==> config.mk <==
export PLATFORM = sky130hd
export DESIGN_NAME = uirx_top
export DESIGN_NICKNAME = d
export VERILOG_FILES = /design/src/rtl/uirx_pkg.sv /design/src/rtl/uirx_baud.sv /design/src/rtl/uirx_irdec.sv /design/src/rtl/uirx_top.sv
export VERILOG_INCLUDE_DIRS = /design/src /design/src/rtl
export SDC_FILE = /design/constraint.sdc
export NUM_CORES = 1
export LEC_CHECK = 0
export ABC_AREA = 0
export ABC_CLOCK_PERIOD_IN_PS = 1720
export BUFFER_PORTS_ARGS = -buffer_cell sky130_fd_sc_hd__buf_2
export CORE_ASPECT_RATIO = 0.6
export CORE_MARGIN = 2
export CORE_UTILIZATION = 39
export DETAILED_ROUTE_END_ITERATION = 7
export GPL_TIMING_DRIVEN = 0
export PLACE_DENSITY = 0.65
export SETUP_SLACK_MARGIN = 0.4
export SLEW_MARGIN = 30
export SYNTH_ARGS = -nofsm -noshare
export SYNTH_HDL_FRONTEND = slang
export SYNTH_SLANG_ARGS = --single-unit
==> constraint.sdc <==
create_clock -name clk -period 1.72 [get_ports clk]
set_input_delay 0.086 -clock clk [delete_from_list [all_inputs] [get_ports clk]]
set_output_delay 0.086 -clock clk [all_outputs]
set_load 0.005 [all_outputs]
==> src/rtl/uirx_params.svh <==
/*
 Register offsets, field positions, reset values and bit timing
 for the serial port with infrared receive decoder.
 Assumes an 8-bit register file addressed with 12-bit addresses.
*/
`ifndef UIRX_PARAMS_SVH
`define UIRX_PARAMS_SVH

// Register file offsets
`define UIRX_ADDR_DATA   12'hF40
`define UIRX_ADDR_STAT0  12'hF41
`define UIRX_ADDR_CTL0   12'hF42
`define UIRX_ADDR_CTL1   12'hF43
`define UIRX_ADDR_BRH    12'hF44
`define UIRX_ADDR_BRL    12'hF45

// Status 0 field positions
`define UIRX_S0_RXAV     7
`define UIRX_S0_PAR      6
`define UIRX_S0_OVR      5
`define UIRX_S0_FRM      4
`define UIRX_S0_BRK      3
`define UIRX_S0_THRE     2
`define UIRX_S0_TXIDLE   1
`define UIRX_S0_CTS      0

// Control 0 field positions and writable mask
`define UIRX_C0_TXEN     7
`define UIRX_C0_RXEN     6
`define UIRX_C0_GATE     5
`define UIRX_C0_PAREN    4
`define UIRX_C0_ODD      3
`define UIRX_C0_WMASK    8'hF8

// Control 1 field positions and writable mask
`define UIRX_C1_MP       7
`define UIRX_C1_TXNB     6
`define UIRX_C1_RXNB     5
`define UIRX_C1_BT       2
`define UIRX_C1_IR       1
`define UIRX_C1_WMASK    8'hC6

// Reset values
`define UIRX_CTL_RESET   8'h00
`define UIRX_BRG_RESET   16'hFFFF

// Bit timing in baud ticks; infrared idle limit in bit cells
`define UIRX_TICKS_PER_BIT 16
`define UIRX_MID_TICK    4'h7
`define UIRX_LAST_TICK   4'hF
`define UIRX_IR_IDLE_BITS 4'hA

`endif

==> src/rtl/uirx_pkg.sv <==
/*
 Types shared by the serial port modules: frame phases and the
 packed state records of each module.
 Assumes uirx_params.svh for all numeric constants.
*/
package uirx_pkg;

    typedef enum logic [2:0] {
        PH_IDLE, PH_START, PH_DATA, PH_NINTH, PH_STOP
    } uirx_phase_t;

    typedef struct packed {
        logic [15:0] cnt;
        logic        tick;
    } uirx_baud_t;

    typedef struct packed {
        logic       prev;
        logic       active;
        logic [3:0] cnt;
        logic       seen;
        logic [3:0] idle_bits;
        logic       out;
    } uirx_irdec_t;

    typedef struct packed {
        logic [7:0]  rdata;
        logic        txd;
        logic        tx_irq;
        logic        rx_irq;
        logic        baud_irq;
        logic [7:0]  ctl0;
        logic [7:0]  ctl1;
        logic [15:0] brg;
        logic [7:0]  thr;
        logic        thr_empty;
        uirx_phase_t tx_ph;
        logic [3:0]  tx_cnt;
        logic [2:0]  tx_bit;
        logic [7:0]  tx_sh;
        logic        tx_nb;
        uirx_phase_t rx_ph;
        logic [3:0]  rx_cnt;
        logic [2:0]  rx_bit;
        logic [7:0]  rx_sh;
        logic        rx_nb;
        logic        rx_prev;
        logic [7:0]  rx_data;
        logic        rx_ninth;
        logic        rx_avail;
        logic        par_err;
        logic        ovr;
        logic        frm;
        logic        brk;
        logic        rxd_s1;
        logic        rxd_s2;
        logic        cts_s1;
        logic        cts_s2;
        logic [4:0]  chk_ticks;
    } uirx_state_t;

endpackage : uirx_pkg

==> src/rtl/uirx_baud.sv <==
/*
 Baud tick generator: one tick every reload system clocks, sixteen
 ticks to a serial bit.
 Assumes reload comes from the register file on the same clock.
*/
`timescale 1ns/1ps
`include "uirx_params.svh"

module uirx_baud (
    // Clock and reset
    input  wire logic        clk,
    input  wire logic        nrst,
    // Reload value and tick out
    input  wire logic [15:0] reload,
    output logic             tick
);
    uirx_pkg::uirx_baud_t s_q;
    uirx_pkg::uirx_baud_t s_d;

    // Count down and reload; a reload of 0 or 1 ticks every clock
    always_comb begin
        s_d = s_q;
        s_d.tick = 1'b0;
        if (s_q.cnt <= 16'h0001) begin
            s_d.cnt = reload;
            s_d.tick = 1'b1;
        end else begin
            s_d.cnt = s_q.cnt - 16'h0001;
        end
    end

    // State register
    always_ff @(posedge clk or negedge nrst) begin
        if (!nrst) begin
            s_q <= '0;
        end else begin
            s_q <= s_d;
        end
    end

    assign tick = s_q.tick;
endmodule : uirx_baud

==> src/rtl/uirx_irdec.sv <==
/*
 Infrared receive decoder: turns optical pulses into a serial line
 with bit cells of sixteen baud ticks.
 Assumes optical_rx_in is already synchronised to clk, pulse high.
*/
`timescale 1ns/1ps
`include "uirx_params.svh"

module uirx_irdec (
    // Clock and reset
    input  wire logic clk,
    input  wire logic nrst,
    // Control and timing
    input  wire logic enable,
    input  wire logic tick,
    // Optical in, decoded line out
    input  wire logic optical_rx_in,
    output logic      rx_line
);
    uirx_pkg::uirx_irdec_t s_q;
    uirx_pkg::uirx_irdec_t s_d;
    logic                  pulse;

    always_comb begin
        s_d = s_q;
        s_d.prev = optical_rx_in;
        pulse = optical_rx_in & ~s_q.prev;
        if (!enable) begin
            s_d.active = 1'b0;
            s_d.out = 1'b1;
        end else if (!s_q.active) begin
            if (pulse) begin
                s_d.active = 1'b1;
                s_d.cnt = 4'h0;
                s_d.seen = 1'b1;
                s_d.idle_bits = 4'h0;
                s_d.out = 1'b0;
            end
        end else begin
            if (tick) begin
                s_d.cnt = s_q.cnt + 4'h1;
                if (s_q.cnt == `UIRX_LAST_TICK) begin
                    s_d.out = 1'b1;
                    s_d.seen = 1'b0;
                    if (s_q.seen) begin
                        s_d.idle_bits = 4'h0;
                    end else begin
                        s_d.idle_bits = s_q.idle_bits + 4'h1;
                    end
                    if (!s_q.seen &&
                        s_q.idle_bits == `UIRX_IR_IDLE_BITS) begin
                        s_d.active = 1'b0;
                    end
                end
            end
            if (pulse) begin
                s_d.seen = 1'b1;
                s_d.out = 1'b0;
            end
        end
    end

    // State register
    always_ff @(posedge clk or negedge nrst) begin
        if (!nrst) begin
            s_q <= '0;
            s_q.out <= 1'b1;
        end else begin
            s_q <= s_d;
        end
    end

    assign rx_line = s_q.out;
endmodule : uirx_irdec

==> src/rtl/uirx_top.sv <==
/*
 Serial port with transmit holding register, receive status flags,
 flow gating, nine-bit mode, baud timer and infrared receive decoder.
 Assumes a CPU register strobe port on clk; serial pins are async.
*/
`timescale 1ns/1ps
`include "uirx_params.svh"

module uirx_top (
    // Clock and reset
    input  wire logic        clk,
    input  wire logic        nrst,
    // Register file port
    input  wire logic [11:0] addr,
    input  wire logic [7:0]  wdata,
    input  wire logic        wr,
    input  wire logic        rd,
    output logic [7:0]       rdata,
    // Serial pins
    input  wire logic        rxd_pin,
    input  wire logic        cts_n_pin,
    output logic             txd,
    // Interrupt requests
    output logic             tx_irq,
    output logic             rx_irq,
    output logic             baud_irq
);
    uirx_pkg::uirx_state_t s_q;
    uirx_pkg::uirx_state_t s_d;
    logic                  tick;
    logic                  ir_line;
    logic                  rx_line;
    logic                  rx_done;
    logic                  wr_data;
    logic                  rd_data;
    logic                  rd_stat;
    logic                  nb_en;
    logic                  gate_ok;

    function automatic logic hit(input logic [11:0] a,
                                 input logic [11:0] off);
        hit = (a == off);
    endfunction : hit

    // Baud tick source shared by both directions and the decoder
    uirx_baud u_baud (
        .clk    (clk),
        .nrst   (nrst),
        .reload (s_q.brg),
        .tick   (tick)
    );

    // Optical input arrives on the receive pin in infrared mode
    uirx_irdec u_irdec (
        .clk           (clk),
        .nrst          (nrst),
        .enable        (s_q.ctl1[`UIRX_C1_IR]),
        .tick          (tick),
        .optical_rx_in (s_q.rxd_s2),
        .rx_line       (ir_line)
    );

    assign rx_line = s_q.ctl1[`UIRX_C1_IR] ? ir_line : s_q.rxd_s2;

    // Strobe decode
    assign wr_data = wr & hit(addr, `UIRX_ADDR_DATA);
    assign rd_data = rd & hit(addr, `UIRX_ADDR_DATA);
    assign rd_stat = rd & hit(addr, `UIRX_ADDR_STAT0);
    // Ninth bit in mode or parity
    assign nb_en = s_q.ctl1[`UIRX_C1_MP] | s_q.ctl0[`UIRX_C0_PAREN];
    assign gate_ok = ~(s_q.ctl0[`UIRX_C0_GATE] & s_q.cts_s2);

    // Next-state logic for registers, transmitter and receiver
    always_comb begin
        s_d = s_q;
        rx_done = 1'b0;
        s_d.rxd_s1 = rxd_pin;
        s_d.rxd_s2 = s_q.rxd_s1;
        s_d.cts_s1 = cts_n_pin;
        s_d.cts_s2 = s_q.cts_s1;
        s_d.rx_prev = rx_line;

        // Transmitter
        case (s_q.tx_ph)
            uirx_pkg::PH_IDLE: begin
                s_d.txd = 1'b1;
                if (!s_q.thr_empty && s_q.ctl0[`UIRX_C0_TXEN]
                    && gate_ok) begin
                    s_d.tx_sh = s_q.thr;
                    s_d.tx_nb = s_q.ctl1[`UIRX_C1_MP]
                        ? s_q.ctl1[`UIRX_C1_TXNB]
                        : (^s_q.thr) ^ s_q.ctl0[`UIRX_C0_ODD];
                    s_d.thr_empty = 1'b1;
                    s_d.tx_ph = uirx_pkg::PH_START;
                    s_d.tx_cnt = 4'h0;
                    s_d.txd = 1'b0;
                end
            end
            default: begin
                if (tick) begin
                    s_d.tx_cnt = s_q.tx_cnt + 4'h1;
                    if (s_q.tx_cnt == `UIRX_LAST_TICK) begin
                        case (s_q.tx_ph)
                            uirx_pkg::PH_START: begin
                                s_d.tx_ph = uirx_pkg::PH_DATA;
                                s_d.tx_bit = 3'h0;
                                s_d.txd = s_q.tx_sh[0];
                            end
                            uirx_pkg::PH_DATA: begin
                                s_d.tx_sh = {1'b0, s_q.tx_sh[7:1]};
                                s_d.tx_bit = s_q.tx_bit + 3'h1;
                                s_d.txd = s_q.tx_sh[1];
                                if (s_q.tx_bit == 3'h7) begin
                                    s_d.tx_ph = nb_en
                                        ? uirx_pkg::PH_NINTH
                                        : uirx_pkg::PH_STOP;
                                    s_d.txd = nb_en ? s_q.tx_nb : 1'b1;
                                end
                            end
                            uirx_pkg::PH_NINTH: begin
                                s_d.tx_ph = uirx_pkg::PH_STOP;
                                s_d.txd = 1'b1;
                            end
                            default: begin
                                s_d.tx_ph = uirx_pkg::PH_IDLE;
                                s_d.txd = 1'b1;
                            end
                        endcase
                    end
                end
            end
        endcase

        // Helper count of ticks spent in the start bit
        if (s_q.tx_ph == uirx_pkg::PH_START) begin
            s_d.chk_ticks = s_q.chk_ticks + {4'h0, tick};
        end else begin
            s_d.chk_ticks = 5'h00;
        end

        // Receiver
        case (s_q.rx_ph)
            uirx_pkg::PH_IDLE: begin
                if (s_q.ctl0[`UIRX_C0_RXEN] && s_q.rx_prev
                    && !rx_line) begin
                    s_d.rx_ph = uirx_pkg::PH_START;
                    s_d.rx_cnt = 4'h0;
                end
            end
            uirx_pkg::PH_START: begin
                if (tick) begin
                    s_d.rx_cnt = s_q.rx_cnt + 4'h1;
                    if (s_q.rx_cnt == `UIRX_MID_TICK) begin
                        s_d.rx_cnt = 4'h0;
                        s_d.rx_bit = 3'h0;
                        s_d.rx_ph = rx_line ? uirx_pkg::PH_IDLE
                                            : uirx_pkg::PH_DATA;
                    end
                end
            end
            default: begin
                if (tick) begin
                    s_d.rx_cnt = s_q.rx_cnt + 4'h1;
                    if (s_q.rx_cnt == `UIRX_LAST_TICK) begin
                        case (s_q.rx_ph)
                            uirx_pkg::PH_DATA: begin
                                s_d.rx_sh = {rx_line, s_q.rx_sh[7:1]};
                                s_d.rx_bit = s_q.rx_bit + 3'h1;
                                s_d.rx_nb = 1'b0;
                                if (s_q.rx_bit == 3'h7) begin
                                    s_d.rx_ph = nb_en
                                        ? uirx_pkg::PH_NINTH
                                        : uirx_pkg::PH_STOP;
                                end
                            end
                            uirx_pkg::PH_NINTH: begin
                                s_d.rx_nb = rx_line;
                                s_d.rx_ph = uirx_pkg::PH_STOP;
                            end
                            default: begin
                                rx_done = 1'b1;
                                s_d.rx_ph = uirx_pkg::PH_IDLE;
                            end
                        endcase
                    end
                end
            end
        endcase

        // Read side effects; a character ending now overrides them
        if (rd_data) begin
            s_d.rx_avail = 1'b0;
            s_d.frm = 1'b0;
            s_d.brk = 1'b0;
            if (!s_q.rx_avail) begin
                s_d.ovr = 1'b0;
            end
        end

        if (rx_done) begin
            s_d.rx_data = s_q.rx_sh;
            s_d.rx_ninth = s_q.rx_nb;
            s_d.rx_avail = 1'b1;
            if (s_q.rx_avail) begin
                s_d.ovr = 1'b1;
            end
            if (!rx_line) begin
                s_d.frm = 1'b1;
            end
            if (s_q.rx_sh == 8'h00 && !s_q.rx_nb && !rx_line) begin
                s_d.brk = 1'b1;
            end
            s_d.par_err = s_q.ctl0[`UIRX_C0_PAREN]
                & ~s_q.ctl1[`UIRX_C1_MP]
                & (s_q.rx_nb ^ (^s_q.rx_sh) ^ s_q.ctl0[`UIRX_C0_ODD]);
        end

        if (wr) begin
            if (hit(addr, `UIRX_ADDR_DATA)) begin
                s_d.thr = wdata;
                s_d.thr_empty = 1'b0;
            end else if (hit(addr, `UIRX_ADDR_CTL0)) begin
                s_d.ctl0 = wdata & `UIRX_C0_WMASK;
            end else if (hit(addr, `UIRX_ADDR_CTL1)) begin
                s_d.ctl1 = wdata & `UIRX_C1_WMASK;
            end else if (hit(addr, `UIRX_ADDR_BRH)) begin
                s_d.brg[15:8] = wdata;
            end else if (hit(addr, `UIRX_ADDR_BRL)) begin
                s_d.brg[7:0] = wdata;
            end
        end

        // Register reads; unmapped addresses read zero
        if (rd) begin
            if (hit(addr, `UIRX_ADDR_DATA)) begin
                s_d.rdata = s_q.rx_data;
            end else if (hit(addr, `UIRX_ADDR_STAT0)) begin
                s_d.rdata = 8'h00;
                s_d.rdata[`UIRX_S0_RXAV] = s_q.rx_avail;
                s_d.rdata[`UIRX_S0_PAR] = s_q.par_err;
                s_d.rdata[`UIRX_S0_OVR] = s_q.ovr;
                s_d.rdata[`UIRX_S0_FRM] = s_q.frm;
                s_d.rdata[`UIRX_S0_BRK] = s_q.brk;
                s_d.rdata[`UIRX_S0_THRE] = s_q.thr_empty;
                s_d.rdata[`UIRX_S0_TXIDLE] =
                    (s_q.tx_ph == uirx_pkg::PH_IDLE);
                s_d.rdata[`UIRX_S0_CTS] = s_q.cts_s2;
            end else if (hit(addr, `UIRX_ADDR_CTL0)) begin
                s_d.rdata = s_q.ctl0;
            end else if (hit(addr, `UIRX_ADDR_CTL1)) begin
                s_d.rdata = s_q.ctl1;
                s_d.rdata[`UIRX_C1_RXNB] = s_q.rx_ninth;
            end else if (hit(addr, `UIRX_ADDR_BRH)) begin
                s_d.rdata = s_q.brg[15:8];
            end else if (hit(addr, `UIRX_ADDR_BRL)) begin
                s_d.rdata = s_q.brg[7:0];
            end else begin
                s_d.rdata = 8'h00;
            end
        end

        s_d.tx_irq = s_d.thr_empty & s_d.ctl0[`UIRX_C0_TXEN];
        s_d.rx_irq = s_d.rx_avail;
        s_d.baud_irq = tick & s_q.ctl1[`UIRX_C1_BT];
    end

    // State register
    always_ff @(posedge clk or negedge nrst) begin
        if (!nrst) begin
            s_q <= '0;
            s_q.txd <= 1'b1;
            s_q.thr_empty <= 1'b1;
            s_q.ctl0 <= `UIRX_CTL_RESET;
            s_q.ctl1 <= `UIRX_CTL_RESET;
            s_q.brg <= `UIRX_BRG_RESET;
            s_q.rxd_s1 <= 1'b1;
            s_q.rxd_s2 <= 1'b1;
            s_q.cts_s1 <= 1'b1;
            s_q.cts_s2 <= 1'b1;
            s_q.rx_prev <= 1'b1;
        end else begin
            s_q <= s_d;
        end
    end

    // Outputs straight from flip-flops
    assign rdata = s_q.rdata;
    assign txd = s_q.txd;
    assign tx_irq = s_q.tx_irq;
    assign rx_irq = s_q.rx_irq;
    assign baud_irq = s_q.baud_irq;
endmodule : uirx_top

==> results of run 1 <==
## registers in the layout, indices dropped and copies added, names as in the netlist
register	flops
baud_irq	1
u_irdec.s_q	11
u_baud.tick	1
s_q	89
s_d	2
u_baud.s_q	16
txd	1
rdata	8
u_irdec.rx_line	1
tx_irq	1
## cells in the mapped netlist (15+ instances only)
cell type / n
mux2_1: 15
inv_1: 28
a21oi_1: 29
clkbuf_1: 20
mux2_2: 25
nand3_1: 16
dfrtp_1: 107
o21ai_0: 33
nand2_1: 69
xnor2_1: 15
ha_1: 15
nor2_1: 41
dfstp_2: 24
## what timing repair did
action / 4_1_cts / 5_1_grt
cloned: 3 / 1
hold endpoints to repair: 65 / 0
endpoints found under the setup margin: 109 / 101
setup buffers: 65 / 26
pin swaps: 58 / 61
hold buffers: 10 / 0
resized for setup: 141 / 89
## metrics by stage
stage / utilization, % / std cells / worst slack, ns / area (µm²)
after global placement: 45.0 / 895 / -1.15 / 7350
after global routing: 59.7 / 1033 / -0.295 / 9770
after detailed placement: 45.2 / 896 / -0.464 / 7390
after floorplan: - / 632 / -0.123 / 6890
after CTS: 56.4 / 1006 / -0.274 / 9210
final: 59.7 / 1033 / -0.222 / 9770
## cells by family after synthesis
group / share of synthesized area (%)
muxes: 7.76
and+or+nand+nor: 16.1
adders and majority gates: 2.85
DFF: 50.3
buffers and inverters: 4.43
xor gates and xnor gates: 3.14
AOI/OAI and AO/OA: 15.4
## power by group through the flow
stage,Sequential [mW],Clock [mW],Combinational [mW]
finish,3.57,4.20,1.06
floorplan,3.54,0,0.514
CTS,3.54,4.20,0.939
global placement,3.57,0,0.694
detailed placement,3.59,0,0.736
global route,3.59,4.37,1.13
## metal layers
metal,wire [µm],GRT usage [%],vias to the layer above
met5,0,0,-
met4,275,5.51,0
met3,1210,6.02,27
met2,9100,33.2,186
met1,9070,31.8,2838
li1,-,-,2584
## area by class of cell
type                            count  area [µm²]  share of cell area (%)
Clock buffer                       19         443                    4.53
Sequential cell                   131        3320                    34.0
Timing Repair Buffer              141        1220                    12.5
Tap cell                          228         285                    2.92
Multi-Input combinational cell    438        3840                    39.4
Buffer                             34         317                    3.24
Inverter                           29         111                    1.14
Clock inverter                     13         231                    2.37
## how the worst max path moves through the flow
stage | from | end | slack [ns] | depth (start not counted)
3_5_place_dp | addr[0] | rdata[0] | -0.46 | 7
2_1_floorplan | u_baud.s_q[9] | u_baud.s_q[12] | -0.12 | 6
3_3_place_gp | nrst | s_q[33] | -1.15 | 1
6_report | u_baud.s_q[6] | u_baud.s_q[10] | -0.22 | 6
5_1_grt | u_baud.s_q[6] | u_baud.s_q[6] | -0.29 | 6
4_1_cts | u_baud.s_q[10] | u_baud.s_q[7] | -0.27 | 6
## worst max-delay path: stages (launching register included)
cell	delay, ns
dfrtp_2	0.44
nor4_4	0.37
o211ai_1	0.19
or3b_4	0.44
buf_6	0.15
buf_12	0.14
a21oi_2	0.13
==> reports/results.ini, run 1 <==
[run_status]
status=finished with violations
violations=setup timing

[layout]
layout_common_cells=dfrtp_1, buf_4, nand2_1
final_common_cell=dfrtp_1
fillers=1243
layout-drive-gt1-share_pct=49.7
n_antenna_cell=0
nNetsFinal=833
synthToLayoutAreaGrowth_pct=48.5

[timing]
fmax_mhz=515
fin_crit_ns=1.94
fin_setup_tns_ns=-3.68
rsz0062_at_grt=yes
drv_slew=0
holdWs_ns=0.0261
period_share_pct=113
finClkSkew_ns=0.0142
setup_ws_ns=-0.222
setup_viol=35
worst_pin_slew_ns=0.568
relSlewSlack_pct=62.1
timing_hold_violations_final=0

[critical_path]
crit_arrival_ns=2.29
reg2reg_depth=6
reg2reg_from=u_baud.s_q[6]
crit_type=reg -> reg
rrSetupSlack_ns=-0.22
start_kind=flop
crit_required_ns=2.07
critPathCaptureType=flop
r2r-end=u_baud.s_q[10]
cp_max_fo=10

[global_route]
grt_max_degree=87
grt_first_pass_wirelength_um=30600
first_global_vias=5606
gr-usage-all-layers_pct=22.2
antenna_found_initial=0
grt-ovfl-total=0

[routing]
routed_via_density=5.45
dr_total_vias=5635
drtPass1Iterations=5
wire_per_inst_um=19.0
ant_nets=0
wl_um=19700
drt_iter0_drc=537
drc=0

[floorplan]
die_y_um=105
boundaryPins=38
rows=36
coreArea_um2=16400
die_area_um2=18000
start_util_pct=40.2
die_x_um=172

[min_path]
hold_path.class=in -> reg
hold_path_depth=4
min_to=rdata[2]
hold_start=addr[3]

[clock_tree]
htreeDepth=4
cts-root-buf=clkbuf_16
cts-buffers-inserted=17
clk_latency_ns=0.43
clockBufferDepth=2
cts.sinks=131
cts.clk_slew.worst_paths_ns=0.06
cts_tree=built

[power]
swShare_pct=25.4
p_int_mw=6.59
powerDensity_nw_per_um2=904
pwr-share-comb_pct=12.0
power.share.sequential_pct=40.4
clockPowerShare_pct=47.6
p_leak_nw=4.35
power_mw=8.83
p_switching_mw=2.24
peakVddDrop_uv=494

[placement]
port_buffers=35
place_congestion=0.918
place_hpwl_um=11500

[yosys]
synth_ff_type=dfrtp_1
ys_types=70
synth_edf_count=0
synthArstFlopShare_pct=100
synth_nets=673
ys_ff_latch=131
syn_avg_cell_area_um2=10.4
yosysTopAreaCell=dfrtp_1
synthTopCellsByArea=dfrtp_1, dfstp_2, mux2_2, nand2_1, ha_1
netlist_area_um2=6580
synth.top_cell.area_share_pct=40.7
yosysWarningCount=0
ys_seq_area_share_pct=50.3
postSynthCellCount=632

[job]
max_cap_violations=0

No activity file was read; power rests on OpenSTA's default activity.
==> run 2: changes to the inputs <==
- ABC_CLOCK_PERIOD_IN_PS: 1720 -> 2500
- CORE_UTILIZATION: 39 -> 58
- PLACE_DENSITY: 0.65 -> 0.84
- TNS_END_PERCENT: not set -> 100
- clock period: 1.72 -> 2.5 ns (I/O delays scaled with it)
==> reports/results.ini, run 2 (synthesis gave the netlist of run 1 again) <==
[min_path]
hold_start=wdata[2]
hold_path.class=in -> reg

[timing]
fin_crit_ns=2.15  ; +0.206 ns
rsz0062_at_grt=yes
setup_viol=0  ; -100%
period_share_pct=85.9  ; -27 points
fmax_mhz=466  ; -9.6%
worst_pin_slew_ns=0.886  ; +0.318 ns
finClkSkew_ns=0.00807  ; -0.00612 ns
relSlewSlack_pct=39.4  ; -23 points
setup_ws_ns=0.352  ; +0.574 ns
timing_hold_violations_final=0  ; unchanged
drv_slew=0  ; unchanged

[layout]
nNetsFinal=743  ; -11%
finish.utilization_pct=69.9  ; +10 points
layout_common_cells=dfrtp_1, nand2_1, nor2_1, buf_2, o21ai_0
n_antenna_cell=0  ; unchanged
top_register=s_q
layout-drive-gt1-share_pct=25.5  ; -24 points
synthToLayoutAreaGrowth_pct=18.9
final_common_cell=dfrtp_1
stdcell_count=859  ; -17%
largest_reg_flops=89  ; unchanged
largestRegisters=s_q x89, u_baud.s_q x16, u_irdec.s_q x11

[critical_path]
crit_required_ns=2.79  ; +0.72 ns
critPathCaptureType=flop
r2r-end=u_baud.s_q[6]
path_buf_inv=1  ; -1
reg2reg_from=u_baud.s_q[6]
crit_type=reg -> reg
critPathTopFamily=simple AND/OR/NAND/NOR gates
rrSetupSlack_ns=0.35  ; +0.57 ns
cp_slowest_cell=or3b_4
path_cells=nor4_4 -> o211ai_1 -> or3b_4 -> buf_4 -> nor2_4 -> a21oi_4
reg2reg_depth=6  ; unchanged
start_kind=flop
crit_arrival_ns=2.43  ; +0.14 ns
critPathLaunch=u_baud.s_q[6]
critPathMaxStageDelay_ns=0.46  ; +0.02 ns
cp_max_fo=10  ; unchanged
cp.depth=6  ; unchanged
cp-endpoint=u_baud.s_q[6]

[power]
clockPowerShare_pct=43.4  ; -4.2 points
powerDensity_nw_per_um2=697  ; -23%
p_leak_nw=3.52  ; -19%
p_int_mw=4.02  ; -39%
p_switching_mw=1.44  ; -36%
swShare_pct=26.4  ; +0.98 points
peakVddDrop_uv=487  ; -1.6%
pwr-share-comb_pct=11.6  ; -0.4 points
power.share.sequential_pct=45.0  ; +4.6 points

[routing]
ant_nets=0  ; unchanged
wl_um=17400  ; -12%
drt_iter0_drc=532  ; -0.93%
wire_per_inst_um=20.2  ; +6.3%
drtPass1Iterations=5  ; unchanged
routed_via_density=6.34  ; +16%
dr_total_vias=5449  ; -3.3%
drc=0  ; unchanged

[floorplan]
die_area_um2=12200  ; -32%
die_y_um=86.5  ; -17%
coreArea_um2=11200  ; -32%
start_util_pct=58.8  ; +19 points
boundaryPins=38  ; unchanged
die_x_um=141  ; -18%
rows=30  ; -17%

[placement]
place_congestion=0.963  ; +4.9%
place_inst=812  ; -9.4%
port_buffers=35  ; unchanged
place_hpwl_um=11600  ; +0.44%
place_ws_ns=0.239  ; +0.703 ns

[clock_tree]
clk_latency_ns=0.42  ; about the same
htreeDepth=4  ; unchanged
cts.clk_slew.worst_paths_ns=0.06  ; about the same
cts-root-buf=clkbuf_16
cts.sinks=131  ; unchanged
cts_tree=built
cts-buffers-inserted=17  ; unchanged
clockBufferDepth=2  ; unchanged

[run_status]
status=finished, final reports clean

[global_route]
grt_first_pass_wirelength_um=26900  ; -12%
grt_max_degree=78  ; -10%
grt-ovfl-total=0  ; unchanged
gr-usage-all-layers_pct=28.8  ; +6.7 points
antenna_found_initial=0  ; unchanged
first_global_vias=5218  ; -6.9%

[job]
max_cap_violations=0  ; unchanged

## run 2: area by class of cell
cell class | count | area (µm²)
Tap cell | 144 | 180
Clock inverter | 10 | 82.6
Timing Repair Buffer | 51 | 344
Fill cell | 765 | 3360
Multi-Input combinational cell | 438 | 3100
Inverter | 29 | 109
Clock buffer | 22 | 484
Buffer | 34 | 209
Sequential cell | 131 | 3310
## run 2: what timing repair did
item,CTS,global route
gates resized for setup,6,43
hold buffers,6,0
endpoints found under the hold margin,60,0
pin swaps,1,6
buffers inserted,0,9
endpoints found under the setup margin,44,50
## run 2: how the worst min path moves through the flow
stage                          to  slack, ns  cells past startpoint
global placement           s_d[5]       0.23                      1
finish                    s_q[65]       0.02                      3
floorplan                baud_irq      -0.17                      0
global route              s_q[65]      0.007                      3
CTS                       s_q[81]      0.002                      2
detailed placement  u_baud.s_q[5]       0.08                      1
## run 2: routing by layer
layer / up-vias / GRT usage, % / wire length, µm
met5: - / 0 / 0
met4: 0 / 10.7 / 372
met3: 45 / 8.90 / 1710
met2: 311 / 41.6 / 7790
met1: 2698 / 41.4 / 7500
li1: 2395 / - / -
## run 2: worst min-delay path: stages
cell     delay (ns)
buf_2          0.14
nand2_1        0.07
nand2_1        0.06
## run 2: power by group through the flow
stage | registers (mW) | clock network (mW) | logic (mW)
floorplan | 2.42 | 0 | 0.333
global placement | 2.44 | 0 | 0.458
detailed placement | 2.45 | 0 | 0.498
CTS | 2.44 | 2.38 | 0.524
global route | 2.46 | 2.46 | 0.675
finish | 2.45 | 2.37 | 0.632
## run 2: per-stage QoR
| step | power (mW) | TNS (ns) | cell area (µm²) | hold WS, ns |
|---|---|---|---|---|
| after global placement | 2.89 | -32.83 | 6930 | 0.235 |
| after detailed placement | 2.95 | 0 | 6970 | 0.0786 |
| after CTS | 5.35 | 0 | 7620 | 0.00239 |
| after floorplan | 2.75 | 0 | 6580 | -0.171 |
| after global routing | 5.60 | 0 | 7820 | 0.00661 |
| final | 5.45 | 0 | 7820 | 0.0209 |
==> run 3: changes to the inputs <==
- ABC_AREA: 0 -> 1
==> reports/results.ini, run 3 <==
[layout]
largest_reg_flops=89  ; unchanged
layout_common_cells=nand2_1, inv_1, dfrtp_1
synthToLayoutAreaGrowth_pct=16.9
stdcell_count=1072  ; +25%
n_antenna_cell=0  ; unchanged
design_area_um2=8020  ; +2.5%
nNetsFinal=940  ; +27%
final_common_cell=nand2_1
finish.utilization_pct=70.3  ; +0.34 points
top_register=s_q
layout-drive-gt1-share_pct=18.2  ; -7.3 points
fillers=880  ; +15%
largestRegisters=s_q x89, u_baud.s_q x16, u_irdec.s_q x11

[yosys]
netlist_area_um2=6860  ; +4.3%
synth.top_cell.area_share_pct=39.1  ; -1.7 points
synth_edf_count=0  ; unchanged
synthTopCellsByArea=dfrtp_1, nand2_1, dfstp_2, o21ai_0, inv_1
syn_avg_cell_area_um2=8.24  ; -21%
synth_ff_type=dfrtp_1
synthArstFlopShare_pct=100  ; unchanged
yosys.cell_count.top_type=nand2_1
ys_ff_latch=131  ; unchanged
yosysWarningCount=0  ; unchanged
ys_seq_area_share_pct=48.2  ; -2.1 points
synth_nets=873  ; +30%
postSynthCellCount=832  ; +32%
ys_types=50  ; -29%
yosysTopAreaCell=dfrtp_1
yosys-top-cells-count=nand2_1, inv_1, dfrtp_1, o21ai_0, nor2_1

[critical_path]
critPathCaptureType=flop
cp_max_fo=10  ; unchanged
cp-endpoint=s_q[21]
rrSetupSlack_ns=0.64  ; +0.29 ns
reg2reg_from=s_q[36]
crit_type=reg -> reg
crit_required_ns=2.79  ; about the same
reg2reg_depth=9  ; +3
crit_arrival_ns=2.15  ; -0.28 ns
critPathLaunch=s_q[36]
r2r-end=s_q[21]
start_kind=flop

[floorplan]
die_area_um2=12700  ; +4.1%
coreArea_um2=11400  ; +2.0%
die_y_um=88.2  ; +2.0%
start_util_pct=60.1  ; +1.3 points
boundaryPins=38  ; unchanged
rows=30  ; unchanged
die_x_um=144  ; +2.0%

[timing]
fin_setup_tns_ns=0  ; unchanged
finClkSkew_ns=0.00757  ; -0.000502 ns
drv_slew=0  ; unchanged
relSlewSlack_pct=65.8  ; +26 points
rsz0062_at_grt=no
holdWs_ns=0.107  ; +0.0861 ns
fin_crit_ns=1.86  ; -0.293 ns
fmax_mhz=539  ; +16%
period_share_pct=74.2  ; -12 points
worst_pin_slew_ns=0.514  ; -0.373 ns
timing_hold_violations_final=0  ; unchanged
setup_viol=0  ; unchanged

[power]
powerDensity_nw_per_um2=634  ; -9.0%
peakVddDrop_uv=495  ; +1.8%
p_leak_nw=3.79  ; +7.7%

[clock_tree]
cts-buffers-inserted=17  ; unchanged
cts-root-buf=clkbuf_16
clockBufferDepth=2  ; unchanged
clk_latency_ns=0.41  ; about the same
cts.sinks=131  ; unchanged
cts_setup_buffers=0  ; unchanged
cts.clk_slew.worst_paths_ns=0.06  ; about the same
cts_tree=built
htreeDepth=4  ; unchanged

[run_status]
status=finished, final reports clean

[job]
max_cap_violations=0  ; unchanged

[placement]
place_area_um2=7270  ; +4.4%
place_congestion=0.991  ; +2.9%
place_hpwl_um=12300  ; +6.4%
place_inst=1029  ; +27%
port_buffers=36  ; +2.9%

[routing]
dr_total_vias=6028  ; +11%
wl_um=17700  ; +1.9%
drc=0  ; unchanged
wire_per_inst_um=16.5  ; -18%
drtPass1Iterations=5  ; unchanged
routed_via_density=5.62  ; -11%
drt_iter0_drc=626  ; +18%
ant_nets=0  ; unchanged

[global_route]
grt_first_pass_wirelength_um=29300  ; +9.0%
grt_max_degree=69  ; -12%
gr-usage-all-layers_pct=30.5  ; +1.7 points
grt-ovfl-total=0  ; unchanged
antenna_found_initial=0  ; unchanged
first_global_vias=5799  ; +11%

[min_path]
hold_path.class=in -> reg

## run 3: cells by family (layout without fill, tap and decap cells)
logic type | count (synthesis) | after routing | synth area share, %
AO/OA/AOI/OAI | 160 | 160 | 13.4
XOR/XNOR | 20 | 20 | 2.55
adder cells (fa/ha/maj) | 15 | 15 | 2.74
buffers and inverters | 145 | 225 | 9.12
flip-flops | 131 | 131 | 48.2
multiplexers | 2 | 2 | 0.292
AND/OR/NAND/NOR | 359 | 359 | 23.7
## run 3: critical path, cell delays in order, from the launching register on
cell and delay, ns:
dfrtp_1 0.40, ha_1 0.22, nand2_1 0.08, nor2_1 0.12, inv_1 0.11, nor3_4 0.28
inv_2 0.16, buf_2 0.21, nand2_1 0.06, o21ai_0 0.07
## run 3: cell type report
| class | instances | area, µm² | area share (%) |
|---|---|---|---|
| buffer | 23 | 168 | 2.09 |
| clock buffer | 19 | 443 | 5.52 |
| clock inverter | 13 | 181 | 2.26 |
| inverter | 122 | 458 | 5.71 |
| multi-input combinational | 556 | 2930 | 36.6 |
| sequential | 131 | 3310 | 41.3 |
| tap | 160 | 200 | 2.50 |
| timing repair buffer | 48 | 328 | 4.09 |
## run 3: repair_timing
| item | in CTS | in global routing |
|---|---|---|
| hold buffers | 11 | 0 |
| resized for setup | 0 | 3 |
| endpoints found under the setup margin | 0 | 10 |
| hold endpoints to repair | 60 | 0 |
## run 3: through the flow
stage	worst slack [ns]	total power, mW
6_report	0.645	5.09
2_1_floorplan	0.955	2.33
3_5_place_dp	0.618	2.45
4_1_cts	0.544	5.08
5_1_grt	0.449	5.23
3_3_place_gp	-0.383	2.43
## run 3: power breakdown
group	total, mW	internal (mW)	switching [mW]
Combinational	0.249	0.0829	0.166
Clock	2.65	1.69	0.956
Sequential	2.19	2.16	0.0303
## run 3: layer usage
metal  global-route usage [%]  part of all wire, %
met1                     44.9                   46
met2                     43.3                   41
met3                     10.7                   11
met4                     8.30                  1.1
met5                        0                    0
## run 3: worst min-delay path by stage
stage,start,to,cells past startpoint
3_3_place_gp,cts_n_pin,s_d[5],1
3_5_place_dp,nrst,s_q[68],1
6_report,wr,tx_irq,3
2_1_floorplan,nrst,baud_irq,0
5_1_grt,wr,tx_irq,3
4_1_cts,wr,tx_irq,3
